==> src/core/bitop_defs.svh <==
/*
  Constants for the toggle and overflow-branch executor.
  Assumes inclusion by bare name from core/.
*/
`ifndef BITOP_DEFS_SVH
`define BITOP_DEFS_SVH
`define TOGGLE_OPCODE   4'h7
`define BRANCH_OPCODE   8'hE4
`define ILO_LIMIT       8'h5F
`define ACCESS_SPLIT    8'h60
`define ACCESS_HI_BANK  4'hF
`define PHASE_COUNT     4
`endif

==> src/core/bitop_pkg.sv <==
/*
  Types for the toggle and overflow-branch executor.
  Assumes nothing beyond a SystemVerilog compiler.
*/
package bitop_pkg;
  typedef enum logic [3:0]
  {
    PH_DECODE  = 4'h1,
    PH_READ    = 4'h2,
    PH_PROCESS = 4'h4,
    PH_WRITE   = 4'h8
  } phase_e;
endpackage

==> src/core/bit_flip.sv <==
/*
  Inverts one selected bit of a byte.
  Assumes a 3-bit bit index.
*/
`timescale 1ns/1ps
module bit_flip
(
  // Data
  input  wire logic [7:0] din,
  input  wire logic [2:0] sel,
  output logic      [7:0] dout
);
  // (RL1) single bit invert
  assign dout = din ^ (8'h01 << sel);
endmodule // bit_flip

==> src/core/bit_toggle_and_overflow_branch.sv <==
/*
  Executes the bit toggle and branch-on-overflow instructions
  over a four-phase instruction cycle.
  Assumes instr and pc_inc are stable for the whole cycle, rd_data valid
  in the same cycle as rd_en, and the core ignores other opcodes here.
*/
// Functional notes
// (RL1) Toggle flips only selected bit, no flags
// (RL2) Access bit zero selects access bank
// (RL3) Access bit one uses bank select
// (RL4) Extended set, access zero, small f: indexed
// (RL5) Toggle: one word, one cycle, four phases
// (RL6) Upper byte E4 decodes overflow branch
// (RL7) Branch only on overflow, flags untouched
// (RL8) Target is incremented pc plus 2n
// (RL9) Taken: two cycles; not taken: one
// (RL10) Not taken: pc sequential, no write
`timescale 1ns/1ps
`include "bitop_defs.svh"
module bit_toggle_and_overflow_branch
  import bitop_pkg::*;
#(
  parameter int PC_W = 21
)
(
  // Clock and reset
  input  wire logic            clk_sys,
  input  wire logic            arst_n,
  // Instruction stream
  input  wire logic [15:0]     instr,
  input  wire logic [PC_W-1:0] pc_inc,
  // Core state
  input  wire logic [3:0]      bank_select_register,
  input  wire logic [11:0]     index_base,
  input  wire logic            ext_set_en,
  input  wire logic            ovf_flag,
  // Data memory
  input  wire logic [7:0]      rd_data,
  output logic      [11:0]     mem_addr,
  output logic                 rd_en,
  output logic                 wr_en,
  output logic      [7:0]      wr_data,
  // Program counter
  output logic                 pc_load,
  output logic      [PC_W-1:0] pc_target,
  output logic                 flush_nop,
  output logic      [3:0]      phase
);
  // Offset field plus the appended zero bit needs at least nine pc bits
  if (PC_W < 9)
  begin : g_pc_w_check
    $error("PC_W too small");
  end

  ////////////////////////////////////////////////////////////////////
  phase_e   ph_reg;
  phase_e   ph_next;
  logic     nop_reg;
  logic     taken_reg;
  logic [7:0] data_reg;
  logic [7:0] flipped;

  wire        bit_toggle_instr         = instr[15:12] == `TOGGLE_OPCODE;
  // (RL6) branch opcode decode
  wire        branch_on_overflow_instr = instr[15:8] == `BRANCH_OPCODE;
  wire [7:0]  f_field   = instr[7:0];
  wire        acc_sel   = instr[8];
  wire [2:0]  bit_sel   = instr[11:9];
  // (RL4) indexed literal offset select
  wire        use_index = ext_set_en && !acc_sel && (f_field <= `ILO_LIMIT);
  // (RL2) access bank split
  wire [11:0] acc_addr  = (f_field < `ACCESS_SPLIT) ? {4'h0, f_field}
                                                  : {`ACCESS_HI_BANK, f_field};
  // (RL3) bank select addressing
  wire [11:0] bank_addr = {bank_select_register, f_field};
  wire [11:0] eff_addr  = use_index ? index_base + {4'h0, f_field}
                        : (acc_sel ? bank_addr : acc_addr);
  // (RL8) sign-extended doubled offset
  wire [PC_W-1:0] offs  = {{(PC_W-9){instr[7]}}, instr[7:0], 1'b0};
  // (RL7) taken only on overflow
  wire        take      = branch_on_overflow_instr && ovf_flag && !nop_reg;
  wire        act       = !nop_reg;
  // Nop marker spans the whole cycle after a taken branch
  wire        flush_next = (ph_next == PH_DECODE) ? taken_reg
                         : (flush_nop && ph_reg != PH_WRITE);

  bit_flip bit_flip_inst
  (
    .din  (data_reg),
    .sel  (bit_sel),
    .dout (flipped)
  );

  // (RL5) four phase sequence
  always_comb
  begin
    case (ph_reg)
      PH_DECODE:  ph_next = PH_READ;
      PH_READ:    ph_next = PH_PROCESS;
      PH_PROCESS: ph_next = PH_WRITE;
      PH_WRITE:   ph_next = PH_DECODE;
      default:    ph_next = PH_DECODE;
    endcase
  end

  ////////////////////////////////////////////////////////////////////
  always_ff @(posedge clk_sys or negedge arst_n)
  begin
    if (!arst_n)
    begin
      ph_reg    <= PH_DECODE;
      nop_reg   <= 1'b0;
      taken_reg <= 1'b0;
      data_reg  <= 8'h00;
    end
    else
    begin
      ph_reg <= ph_next;
      // Memory must answer within Q2; the byte is taken at its end
      if (ph_reg == PH_READ)
        data_reg <= rd_data;
      if (ph_reg == PH_PROCESS)
        taken_reg <= take;
      // (RL9) taken branch adds nop cycle
      if (ph_reg == PH_WRITE)
        nop_reg <= taken_reg;
    end
  end

  // Outputs registered one cycle ahead of their phase
  always_ff @(posedge clk_sys or negedge arst_n)
  begin
    if (!arst_n)
    begin
      mem_addr  <= 12'h000;
      rd_en     <= 1'b0;
      wr_en     <= 1'b0;
      wr_data   <= 8'h00;
      pc_load   <= 1'b0;
      pc_target <= '0;
      flush_nop <= 1'b0;
      phase     <= 4'h1;
    end
    else
    begin
      phase     <= ph_next;
      mem_addr  <= eff_addr;
      rd_en     <= act && bit_toggle_instr && ph_reg == PH_DECODE;
      // (RL1) write back toggled byte
      wr_en     <= act && bit_toggle_instr && ph_reg == PH_PROCESS;
      wr_data   <= flipped;
      // (RL10) no pc write when clear
      pc_load   <= ph_reg == PH_PROCESS && take;
      pc_target <= pc_inc + offs;
      flush_nop <= flush_next;
    end
  end

  ////////////////////////////////////////////////////////////////////
  a_write_in_q4: assert property (@(posedge clk_sys) disable iff (!arst_n)
    wr_en |-> phase == 4'h8) else $error("write outside fourth phase"); // (RL5)
  a_pc_needs_ovf: assert property (@(posedge clk_sys) disable iff (!arst_n)
    ph_reg == PH_PROCESS && branch_on_overflow_instr && !ovf_flag
    |=> !pc_load) else $error("pc loaded without overflow"); // (RL10)
  a_pc_in_q4: assert property (@(posedge clk_sys) disable iff (!arst_n)
    pc_load |-> phase == 4'h8) else $error("pc load outside fourth phase"); // (RL9)
  a_nop_follows: assert property (@(posedge clk_sys) disable iff (!arst_n)
    pc_load |=> !pc_load [*4]) else $error("no nop after taken branch"); // (RL9)
  a_one_bit_flip: assert property (@(posedge clk_sys) disable iff (!arst_n)
    wr_en |-> $countones(wr_data ^ data_reg) == 1) else $error("toggle bad"); // (RL1)
  a_flip_index: assert property (@(posedge clk_sys) disable iff (!arst_n)
    wr_en |-> wr_data[bit_sel] != data_reg[bit_sel]) else $error("wrong bit"); // (RL1)
  a_bank_addr: assert property (@(posedge clk_sys) disable iff (!arst_n)
    acc_sel |=> mem_addr[11:8] == $past(bank_select_register)) else $error("bank"); // (RL3)
  a_index_addr: assert property (@(posedge clk_sys) disable iff (!arst_n)
    use_index |=> mem_addr == $past(index_base) + {4'h0, $past(f_field)})
    else $error("indexed address wrong"); // (RL4)
  a_access_low: assert property (@(posedge clk_sys) disable iff (!arst_n)
    !acc_sel && !ext_set_en && f_field < 8'h60 |=> mem_addr[11:8] == 4'h0)
    else $error("access bank wrong"); // (RL2)
  a_target: assert property (@(posedge clk_sys) disable iff (!arst_n)
    pc_load |-> pc_target == $past(pc_inc) + $past(offs)) else $error("target"); // (RL8)

  ////////////////////////////////////////////////////////////////////
  // Guards on the datapath and the nop cycle
  // (RL1) neighbouring bits kept
  a_other_bits: assert property (@(posedge clk_sys) disable iff (!arst_n) // (RL1)
    wr_en |-> ((wr_data ^ data_reg) & ~(8'h01 << bit_sel)) == 8'h00)
    else $error("neighbour bit changed");

  // (RL5) read in second phase
  a_read_in_q2: assert property (@(posedge clk_sys) disable iff (!arst_n) // (RL5)
    rd_en |-> phase == 4'h2)
    else $error("read outside second phase");
  // (RL5) phase stays one-hot
  a_phase_onehot: assert property (@(posedge clk_sys) disable iff (!arst_n) // (RL5)
    $onehot(phase))
    else $error("phase not one-hot");
  // (RL7) branch never writes memory
  a_branch_no_wr: assert property (@(posedge clk_sys) disable iff (!arst_n) // (RL7)
    pc_load |-> !wr_en)
    else $error("memory write during branch");

  // (RL9) nop cycle spans four clocks
  a_nop_length: assert property (@(posedge clk_sys) disable iff (!arst_n) // (RL9)
    pc_load |=> flush_nop [*4])
    else $error("nop cycle too short");
  // (RL9) nothing happens in the nop cycle
  a_nop_quiet: assert property (@(posedge clk_sys) disable iff (!arst_n) // (RL9)
    flush_nop |-> !rd_en && !wr_en && !pc_load)
    else $error("activity during nop cycle");
  // (RL10) not taken means no write
  a_clear_no_wr: assert property (@(posedge clk_sys) disable iff (!arst_n) // (RL10)
    ph_reg == PH_PROCESS && branch_on_overflow_instr && !ovf_flag |=> !wr_en)
    else $error("write on untaken branch");

  c_toggle: cover property (@(posedge clk_sys) wr_en);
  c_not_taken: cover property (@(posedge clk_sys)
    ph_reg == PH_PROCESS && branch_on_overflow_instr && !ovf_flag);
  c_nop_cycle: cover property (@(posedge clk_sys) flush_nop);
  c_taken: cover property (@(posedge clk_sys) pc_load);
  c_indexed: cover property (@(posedge clk_sys) use_index && bit_toggle_instr);
endmodule // bit_toggle_and_overflow_branch

==> config.mk <==
export PLATFORM = sky130hd
export DESIGN_NAME = bit_toggle_and_overflow_branch
export DESIGN_NICKNAME = d
export VERILOG_FILES = /design/src/core/bitop_pkg.sv /design/src/core/bit_flip.sv /design/src/core/bit_toggle_and_overflow_branch.sv
export VERILOG_INCLUDE_DIRS = /design/src /design/src/core
export SDC_FILE = /design/constraint.sdc
export NUM_CORES = 1
export LEC_CHECK = 0
export BUFFER_PORTS_ARGS = -buffer_cell sky130_fd_sc_hd__buf_2
export CAP_MARGIN = 5
export CELL_PAD_IN_SITES_DETAIL_PLACEMENT = 0
export CELL_PAD_IN_SITES_GLOBAL_PLACEMENT = 1
export CORE_ASPECT_RATIO = 2
export CORE_MARGIN = 2
export CORE_UTILIZATION = 41
export CTS_CLUSTER_SIZE = 24
export DETAILED_ROUTE_END_ITERATION = 7
export PLACE_DENSITY_LB_ADDON = 0.1
export SLEW_MARGIN = 20
export SYNTH_ARGS = -nofsm -noshare
export SYNTH_HDL_FRONTEND = slang
export SYNTH_SLANG_ARGS = --single-unit
==> constraint.sdc <==
create_clock -name clk_sys -period 2.56 [get_ports clk_sys]
set_clock_uncertainty 0.05 [all_clocks]
set_input_delay 0.256 -clock clk_sys [delete_from_list [all_inputs] [get_ports clk_sys]]
set_output_delay 0.256 -clock clk_sys [all_outputs]
set_load 0.05 [all_outputs]
# Yosys cells after proc, flatten, opt, wreduce, memory -nomap -nowiden
# Cells that the tools add are included.
# W data, S select, Z words.
# totals
register_bits,59
wordCells,41
# classes
add_sub_neg,2
magnitude_cmp,2
n_eq_ne,8
n_shift,1
n_mux,5
n_bitwise,1
reduce_logical,11
# ops
cell,n
$mux W12,3
$add A21 B21 Y21,1
$add A12 B8 Y12,1
$pmux W4 S3,1
$logic_and A1 B1 Y1,9
$eq A4 B1 Y1 const B,2
$eq A4 B3 Y1 const B,2
$eq A8 B8 Y1 const B,1
$le A8 B7 Y1 const B,1
$lt A8 B7 Y1 const B,1
$shl A1 B3 Y8 const A,1
$xor A8 B8 Y8,1
$eq A4 B2 Y1 const B,1
$eq A4 B4 Y1 const B,1
$ne A4 B4 Y1 const B,1
$logic_not A1 Y1,2
$mux W1,1

# Longest topological paths before layout
# Gate-level depths: netlist of run 1.
# depth
depth_word,4
ltp_mapped,9
depth_no_buf,9

# Cells and area by module
# A second synthesis of run 1 with hierarchy kept.
# unflattened
cells_unflattened,309
area_unflattened_um2,3284.4
# by_module_without_submodules
mod,instances,cells_per_inst,area_each_um2,seq_area_each_um2
bit_toggle_and_overflow_branch,1,293,3159.3,1477.7
bit_flip,1,16,125.1,0.0

# Least setup slack after synthesis of run 1
# Ideal clock, no wire load.
# synth_path
kind,input -> register
from,input port instr[0]
to,register pc_target[17]
setup_time_ns,0.080
arrival_time_ns,2.008
slack_ns,0.422
stages,8
n_path_buf,0
cell_sequence,ha_1 > fa_1 > a211oi_1 > nor2_1 > o21ai_0 > o211ai_1 > a31oi_1 > xnor2_1
# synth_between
elab_chain_cells,1
# synth_lines
item,line,source
start: declaration,bit_toggle_and_overflow_branch.sv:30,"input wire logic [15:0] instr,"
$add A21 B21 Y21,bit_toggle_and_overflow_branch.sv:154,pc_target <= pc_inc + offs;
end signal: assignment,bit_toggle_and_overflow_branch.sv:154,
end: declaration,bit_toggle_and_overflow_branch.sv:45,"output logic [PC_W-1:0] pc_target,"
# No other way between the ends.
# A chain may end at the register's enable or synchronous reset.

# Final worst setup path of run 1
# Same ends and word-level chain as after synthesis.

==> reports/results.tsv, run 1 <==
metric	value	unit
Regs by FF count	pc_target (21), mem_addr (12)	
Mapped Area	0.00335	mm^2
placed cell areas	0.00408	mm^2
Net count, final	544	
Setup TNS Final	0	ns
Yosys warnings	0	
Setup crit end kind	flip-flop	
Max clock buf depth	2	
HPWL after detailed placement	7.17	mm
storage element area	0.00148	mm^2
Synth top area share	0.434	
GRT overflow	0	
antenna-violating nets left	0	
Top FF cell, synth	dfrtp_1	
Die X	67.9	um
post_cts resized	0	
final core utilization	0.560	
Final Cycle Share	0.787	
area of the die	0.00894	mm^2
top post-synthesis cells by area	dfrtp_1 (43%), ha_1 (10%), xnor2_1 (5.2%)	
Initial Util	0.421	
final hold violations	0	
max frequency	0.496	GHz
GR Layer Usage met3	0.0444	
Mapped Avg Cell Area	10.4	um^2
total power	3.38	mW
post-synthesis sequential area ratio	0.442	
Worst-Skew Late Latency	0.33	ns
Final setup viols	0	
antenna violations before repair	0	
Critical Path RT	2.76	ns
TritonCTS clock tree	done	
LEAKAGE	2.17	nW
Slew @ Worst Pin	0.552	ns
final WL	8.83	mm
outcome	finished, final reports clean	
wire per inst	16.0	um
#FFs+latches synth	59	
Core Area	0.00794	mm^2
vias in the first global route	3123	
Vias	2927	
Rel. slew slack	0.632	
flop-to-flop setup slack	0.88	ns
vias per cell	5.31	
post-cts hold buffer count	2	
ys async rst share	1.00	
Post-synth EDFFs	0	
Post-route DRC	0	
Slew Limit Fails	0	
# IOs	114	
gpl congestion	0.834	
Buffers on Ports	113	
final instance area	0.00445	mm^2
GR Util All Layers	0.217	
CP arrival	2.21	ns
max_cap viols	0	
Setup Fix Bufs, Post-CTS	0	
GRT busiest layer	met2	
area leader, netlist	dfrtp_1	
grt met1 use	0.204	
Die Y	132	um
htree depth	3	
Startpoint Class	input port	
Std-Cell Rows	46	
critical-path cell list	buf_2 > ha_1 > fa_1 > a211oi_1 > nor2_1 > o21ai_0 > buf_4 > o211ai_1 > a31oi_1 > xnor2_1	
first-pass GRT wire length	14.5	mm
Biggest register	pc_target	
Antenna Cells	0	
worst hold-check path type	input port to flip-flop	
pin count of the biggest net entering global routing	39	
fraction of layout cells with a size suffix above 1	0.336	
drt first pass iters	4	
Clk pin slew, worst setup/hold paths	0.05	ns
syn_nets	415	
met2 usage	0.414	
CP peak stage delay	0.43	ns
max FFs per register	21	
Root Driver	clkbuf_16	
Num CTS Buffers	9	
area of the multi-input gates	0.00182	mm^2
area growth from synthesis to layout	32.9	%
Power Dens Cells	760	mW/mm^2
RSZ-0062 raised after global routing	no	
CP Class	input port to flip-flop	
Max FO, Critical Path	4	
CTS sink cnt	59	
slowest library cell on the worst path	fa_1	
maximum vdd drop	369	uV
Distinct cells, synth	52	
Starting DRT DRC Count	115	
min cycle time layout	2.02	ns
Fillers	759	
Synth Instances	321	
[final timing paths]
kind / start / endpoint / cells past startpoint
setup / recovery: instr[0] / pc_target[17] / 10
hold / removal: rd_data[7] / data_reg[7] / 2
setup reg to reg: phase[1] / taken_reg / 3
hold reg to reg: data_reg[0] / wr_data[0] / 1
max in group asynchronous: arst_n / phase[0] / 3
min in group asynchronous: arst_n / pc_target[0] / 2
[through the flow]
stage / std cells / hold WS [ns] / worst slack [ns]
after floorplan: 321 / -0.0896 / 0.422
after global placement: 533 / 0.232 / 0.297
after detailed placement: 533 / 0.234 / 0.226
after CTS: 551 / 0.0951 / 0.566
after global routing: 551 / 0.111 / 0.378
final: 551 / 0.106 / 0.545
[report_power, final]
group          leakage [nW]  internal, mW  total [mW]  switching [mW]
sequential            0.704          1.03        1.06          0.0266
combinational          1.29         0.281       0.937           0.656
clock                 0.169         0.972        1.38           0.410
total                  2.17          2.29        3.38            1.09
[area by class of cell]
cell class,instances,share of cell area
clock inverters,5,0.0225
well taps,96,0.0270
flip-flops and latches,59,0.332
multi-input cells,247,0.409
inverters,12,0.0101
repair buffers,121,0.145
clock buffers,11,0.0546
[cells in the final DEF (no fill, tap or decap), types with 2 or more instances in the layout]
cell type      count
bufinv_16          3
o21ai_0           24
clkbuf_16          9
o211a_1            2
nand2b_1           5
o21a_1             4
ha_1              27
buf_4              5
xnor2_1           20
a31oi_1            2
dlygate4sd3_1      2
nand3_1            8
or3_1              2
clkinv_2           2
inv_1             12
o21bai_1           2
nor3b_1            3
nand2_1           27
a21o_1             7
nor3_1             3
a211oi_1           7
and3_1             2
o2111ai_1          3
nor2b_1            3
fa_1               2
mux2_2            10
xor2_1            12
nand4_1            3
o211ai_1           4
dfrtp_1           58
a21oi_1           19
nand3b_1           3
o22ai_1            3
nor2_1            19
buf_2            113
[per-layer routing]
layer / up-vias / wire length, um
met5: - / 0
met4: 0 / 266
met3: 18 / 449
met2: 90 / 5160
met1: 1389 / 2950
li1: 1430 / -
[cell families (layout without fill, tap and decap cells)]
group | count (synthesis) | after routing | share of synthesized area
buf+inv | 15 | 149 | 0.0168
simple gates | 85 | 85 | 0.129
xor+xnor | 32 | 32 | 0.0838
compound gates | 90 | 90 | 0.180
flops | 59 | 59 | 0.442
mux | 11 | 11 | 0.0366
fa+ha+maj | 29 | 29 | 0.113
[worst max-delay path: cells and delay by family]
family	cells	cell delay, ns
AOI/OAI and AO/OA	4	0.77
xor gates and xnor gates	1	0.14
adders and majority gates	2	0.66
buffers and inverters	2	0.27
and+or+nand+nor	1	0.12
[cell usage after synthesis, types with 2 or more instances]
cell	number
dfrtp_1	58
clkbuf_1	3
o211ai_1	4
o2111ai_1	3
mux2_2	10
xor2_1	12
nor2_1	19
nor2b_1	3
nand2_1	27
a211oi_1	7
o21a_1	4
inv_1	12
o21bai_1	2
nand2b_1	5
a21o_1	7
ha_1	27
o211a_1	2
nand3b_1	3
and3_1	2
a31oi_1	2
nor3b_1	3
nand3_1	8
fa_1	2
o21ai_0	24
or3_1	2
o22ai_1	3
a21oi_1	19
xnor2_1	20
nand4_1	3
nor3_1	3
Power figures use the tool's default switching activity.
==> run 2, diff against run 1 <==
ABC_AREA = 1   (was default)
CORE_UTILIZATION = 37   (was 41)
clock period = 1.95 ns   (was 2.56 ns; I/O delays follow)
==> reports/results.tsv, run 2 <==
metric	value	unit
outcome	finished, final reports clean	
syn_nets	584	
antenna violations before repair	0	
fraction of layout cells with a size suffix above 1	0.251	
max frequency	0.656	GHz
pin count of the biggest net entering global routing	22	
Final setup viols	0	
area of the multi-input gates	0.00196	mm^2
Slew @ Worst Pin	0.569	ns
Mapped Avg Cell Area	7.55	um^2
Rel. slew slack	0.621	
Buffers on Ports	113	
min cycle time layout	1.53	ns
antenna-violating nets left	0	
Synth Instances	490	
max_cap viols	0	
Max clock buf depth	2	
gpl congestion	0.887	
Setup Fix Bufs, Post-CTS	0	
area growth from synthesis to layout	32.3	%
Root Driver	clkbuf_16	
# IOs	114	
area of the die	0.0109	mm^2
Post-synth EDFFs	0	
#FFs+latches synth	59	
Synth top area share	0.393	
Clk pin slew, worst setup/hold paths	0.06	ns
Die X	74.7	um
wire per inst	13.8	um
Num CTS Buffers	9	
maximum vdd drop	409	uV
Fillers	1021	
final WL	10.5	mm
post-synthesis sequential area ratio	0.400	
drt first pass iters	4	
GR Util All Layers	0.210	
Top FF cell, synth	dfrtp_1	
Starting DRT DRC Count	183	
Initial Util	0.379	
Distinct cells, synth	28	
Regs by FF count	pc_target (21), mem_addr (12)	
HPWL after detailed placement	8.75	mm
first-pass GRT wire length	17.4	mm
RSZ-0062 raised after global routing	no	
vias in the first global route	3807	
Biggest register	pc_target	
commonest non-fill, non-tap cells in the layout	nand2_1 (165), buf_2 (113), inv_1 (65), dfrtp_1 (58), nand3_1 (46)	
synth cell count leaders	nand2_1 (165), inv_1 (65), dfrtp_1 (58)	
Mapped Area	0.00370	mm^2
post_cts resized	0	
area leader, netlist	dfrtp_1	
TritonCTS clock tree	done	
Post-route DRC	0	
final hold violations	0	
most common cell after layout, fill and taps aside	nand2_1	
CTS sink cnt	59	
Yosys warnings	0	
Antenna Cells	0	
storage element area	0.00148	mm^2
Slew Limit Fails	0	
Setup crit end kind	flip-flop	
CP Class	input port to flip-flop	
cell with the most instances after synthesis	nand2_1	
htree depth	3	
vias per cell	4.72	
placed cell areas	0.00455	mm^2
Critical Path RT	2.11	ns
Final Cycle Share	0.782	
Setup TNS Final	0	ns
post-cts hold buffer count	2	
ys async rst share	1.00	
worst hold-check path type	input port to flip-flop	
dpl ws	0.0790	ns
Startpoint Class	input port	
Power Dens Cells	902	mW/mm^2
Worst-Skew Late Latency	0.32	ns
LEAKAGE	2.75	nW
top post-synthesis cells by area	dfrtp_1 (39%), nand2_1 (17%), ha_1 (9.1%)	
Std-Cell Rows	51	
GRT overflow	0	
crit path setup slack, layout	0.425	ns
Net count, final	722	
final core utilization	0.501	
Vias	3611	
Core Area	0.00976	mm^2
Die Y	145	um
final instance area	0.00489	mm^2
total power	4.41	mW
Max FO, Critical Path	3	
CP arrival	1.69	ns
max FFs per register	21	
[run 2: final cells by class]
class                           instances  area share
Multi-Input combinational cell        363       0.401
Sequential cell                        59       0.302
Timing Repair Buffer                  128       0.145
Inverter                               67      0.0514
Clock buffer                            9      0.0460
Tap cell                              132      0.0338
Clock inverter                          7      0.0205
[run 2: critical path, stage by stage]
cell and delay (ns):
buf_2 0.11, ha_1 0.22, inv_1 0.07, fa_1 0.41
inv_1 0.11, nand3_1 0.07, nand3_1 0.14, nand2_1 0.12
nand2_1 0.08, nand2_1 0.04, nand3_1 0.07, nand2_1 0.05
[run 2: routing by layer]
layer  vias up  part of all wire  GRT usage
li1       1838                 -          -
met1      1660              0.35      0.206
met2        93              0.58      0.394
met3        20             0.032     0.0346
met4         0             0.030      0.107
met5         -                 0          0
[run 2: logic make-up after synthesis]
| group | count (synthesis) | synth area share |
|---|---|---|
| DFF | 59 | 0.400 |
| and+or+nand+nor | 272 | 0.318 |
| buffers and inverters | 68 | 0.0694 |
| adders and majority gates | 29 | 0.102 |
| AOI/OAI and AO/OA | 40 | 0.0585 |
| xor gates and xnor gates | 22 | 0.0521 |
[run 2: stage by stage]
| step | hold WS [ns] | cells |
|---|---|---|
| 3_5_place_dp | 0.169 | 747 |
| 3_3_place_gp | 0.166 | 747 |
| 6_report | 0.0115 | 765 |
| 2_1_floorplan | -0.151 | 490 |
| 4_1_cts | 0.00538 | 765 |
| 5_1_grt | 0.0148 | 765 |
[run 2: report_power, final]
group	total [mW]	internal, mW	switching (mW)
Sequential	1.39	1.35	0.0435
Combinational	1.28	0.376	0.906
Clock	1.74	1.13	0.608
Total	4.41	2.85	1.56
[run 2: path summary, 6_finish.rpt]
path | from | end | slack [ns] | cells after the start
setup / recovery | instr[0] | mem_addr[8] | 0.42 | 12
hold / removal | rd_data[5] | data_reg[5] | 0.01 | 3
setup reg to reg | phase[0] | data_reg[4] | 0.50 | 5
hold reg to reg | data_reg[4] | wr_data[4] | 0.42 | 1
max in group asynchronous | arst_n | mem_addr[10] | 0.95 | 3
min in group asynchronous | arst_n | mem_addr[1] | 0.35 | 2
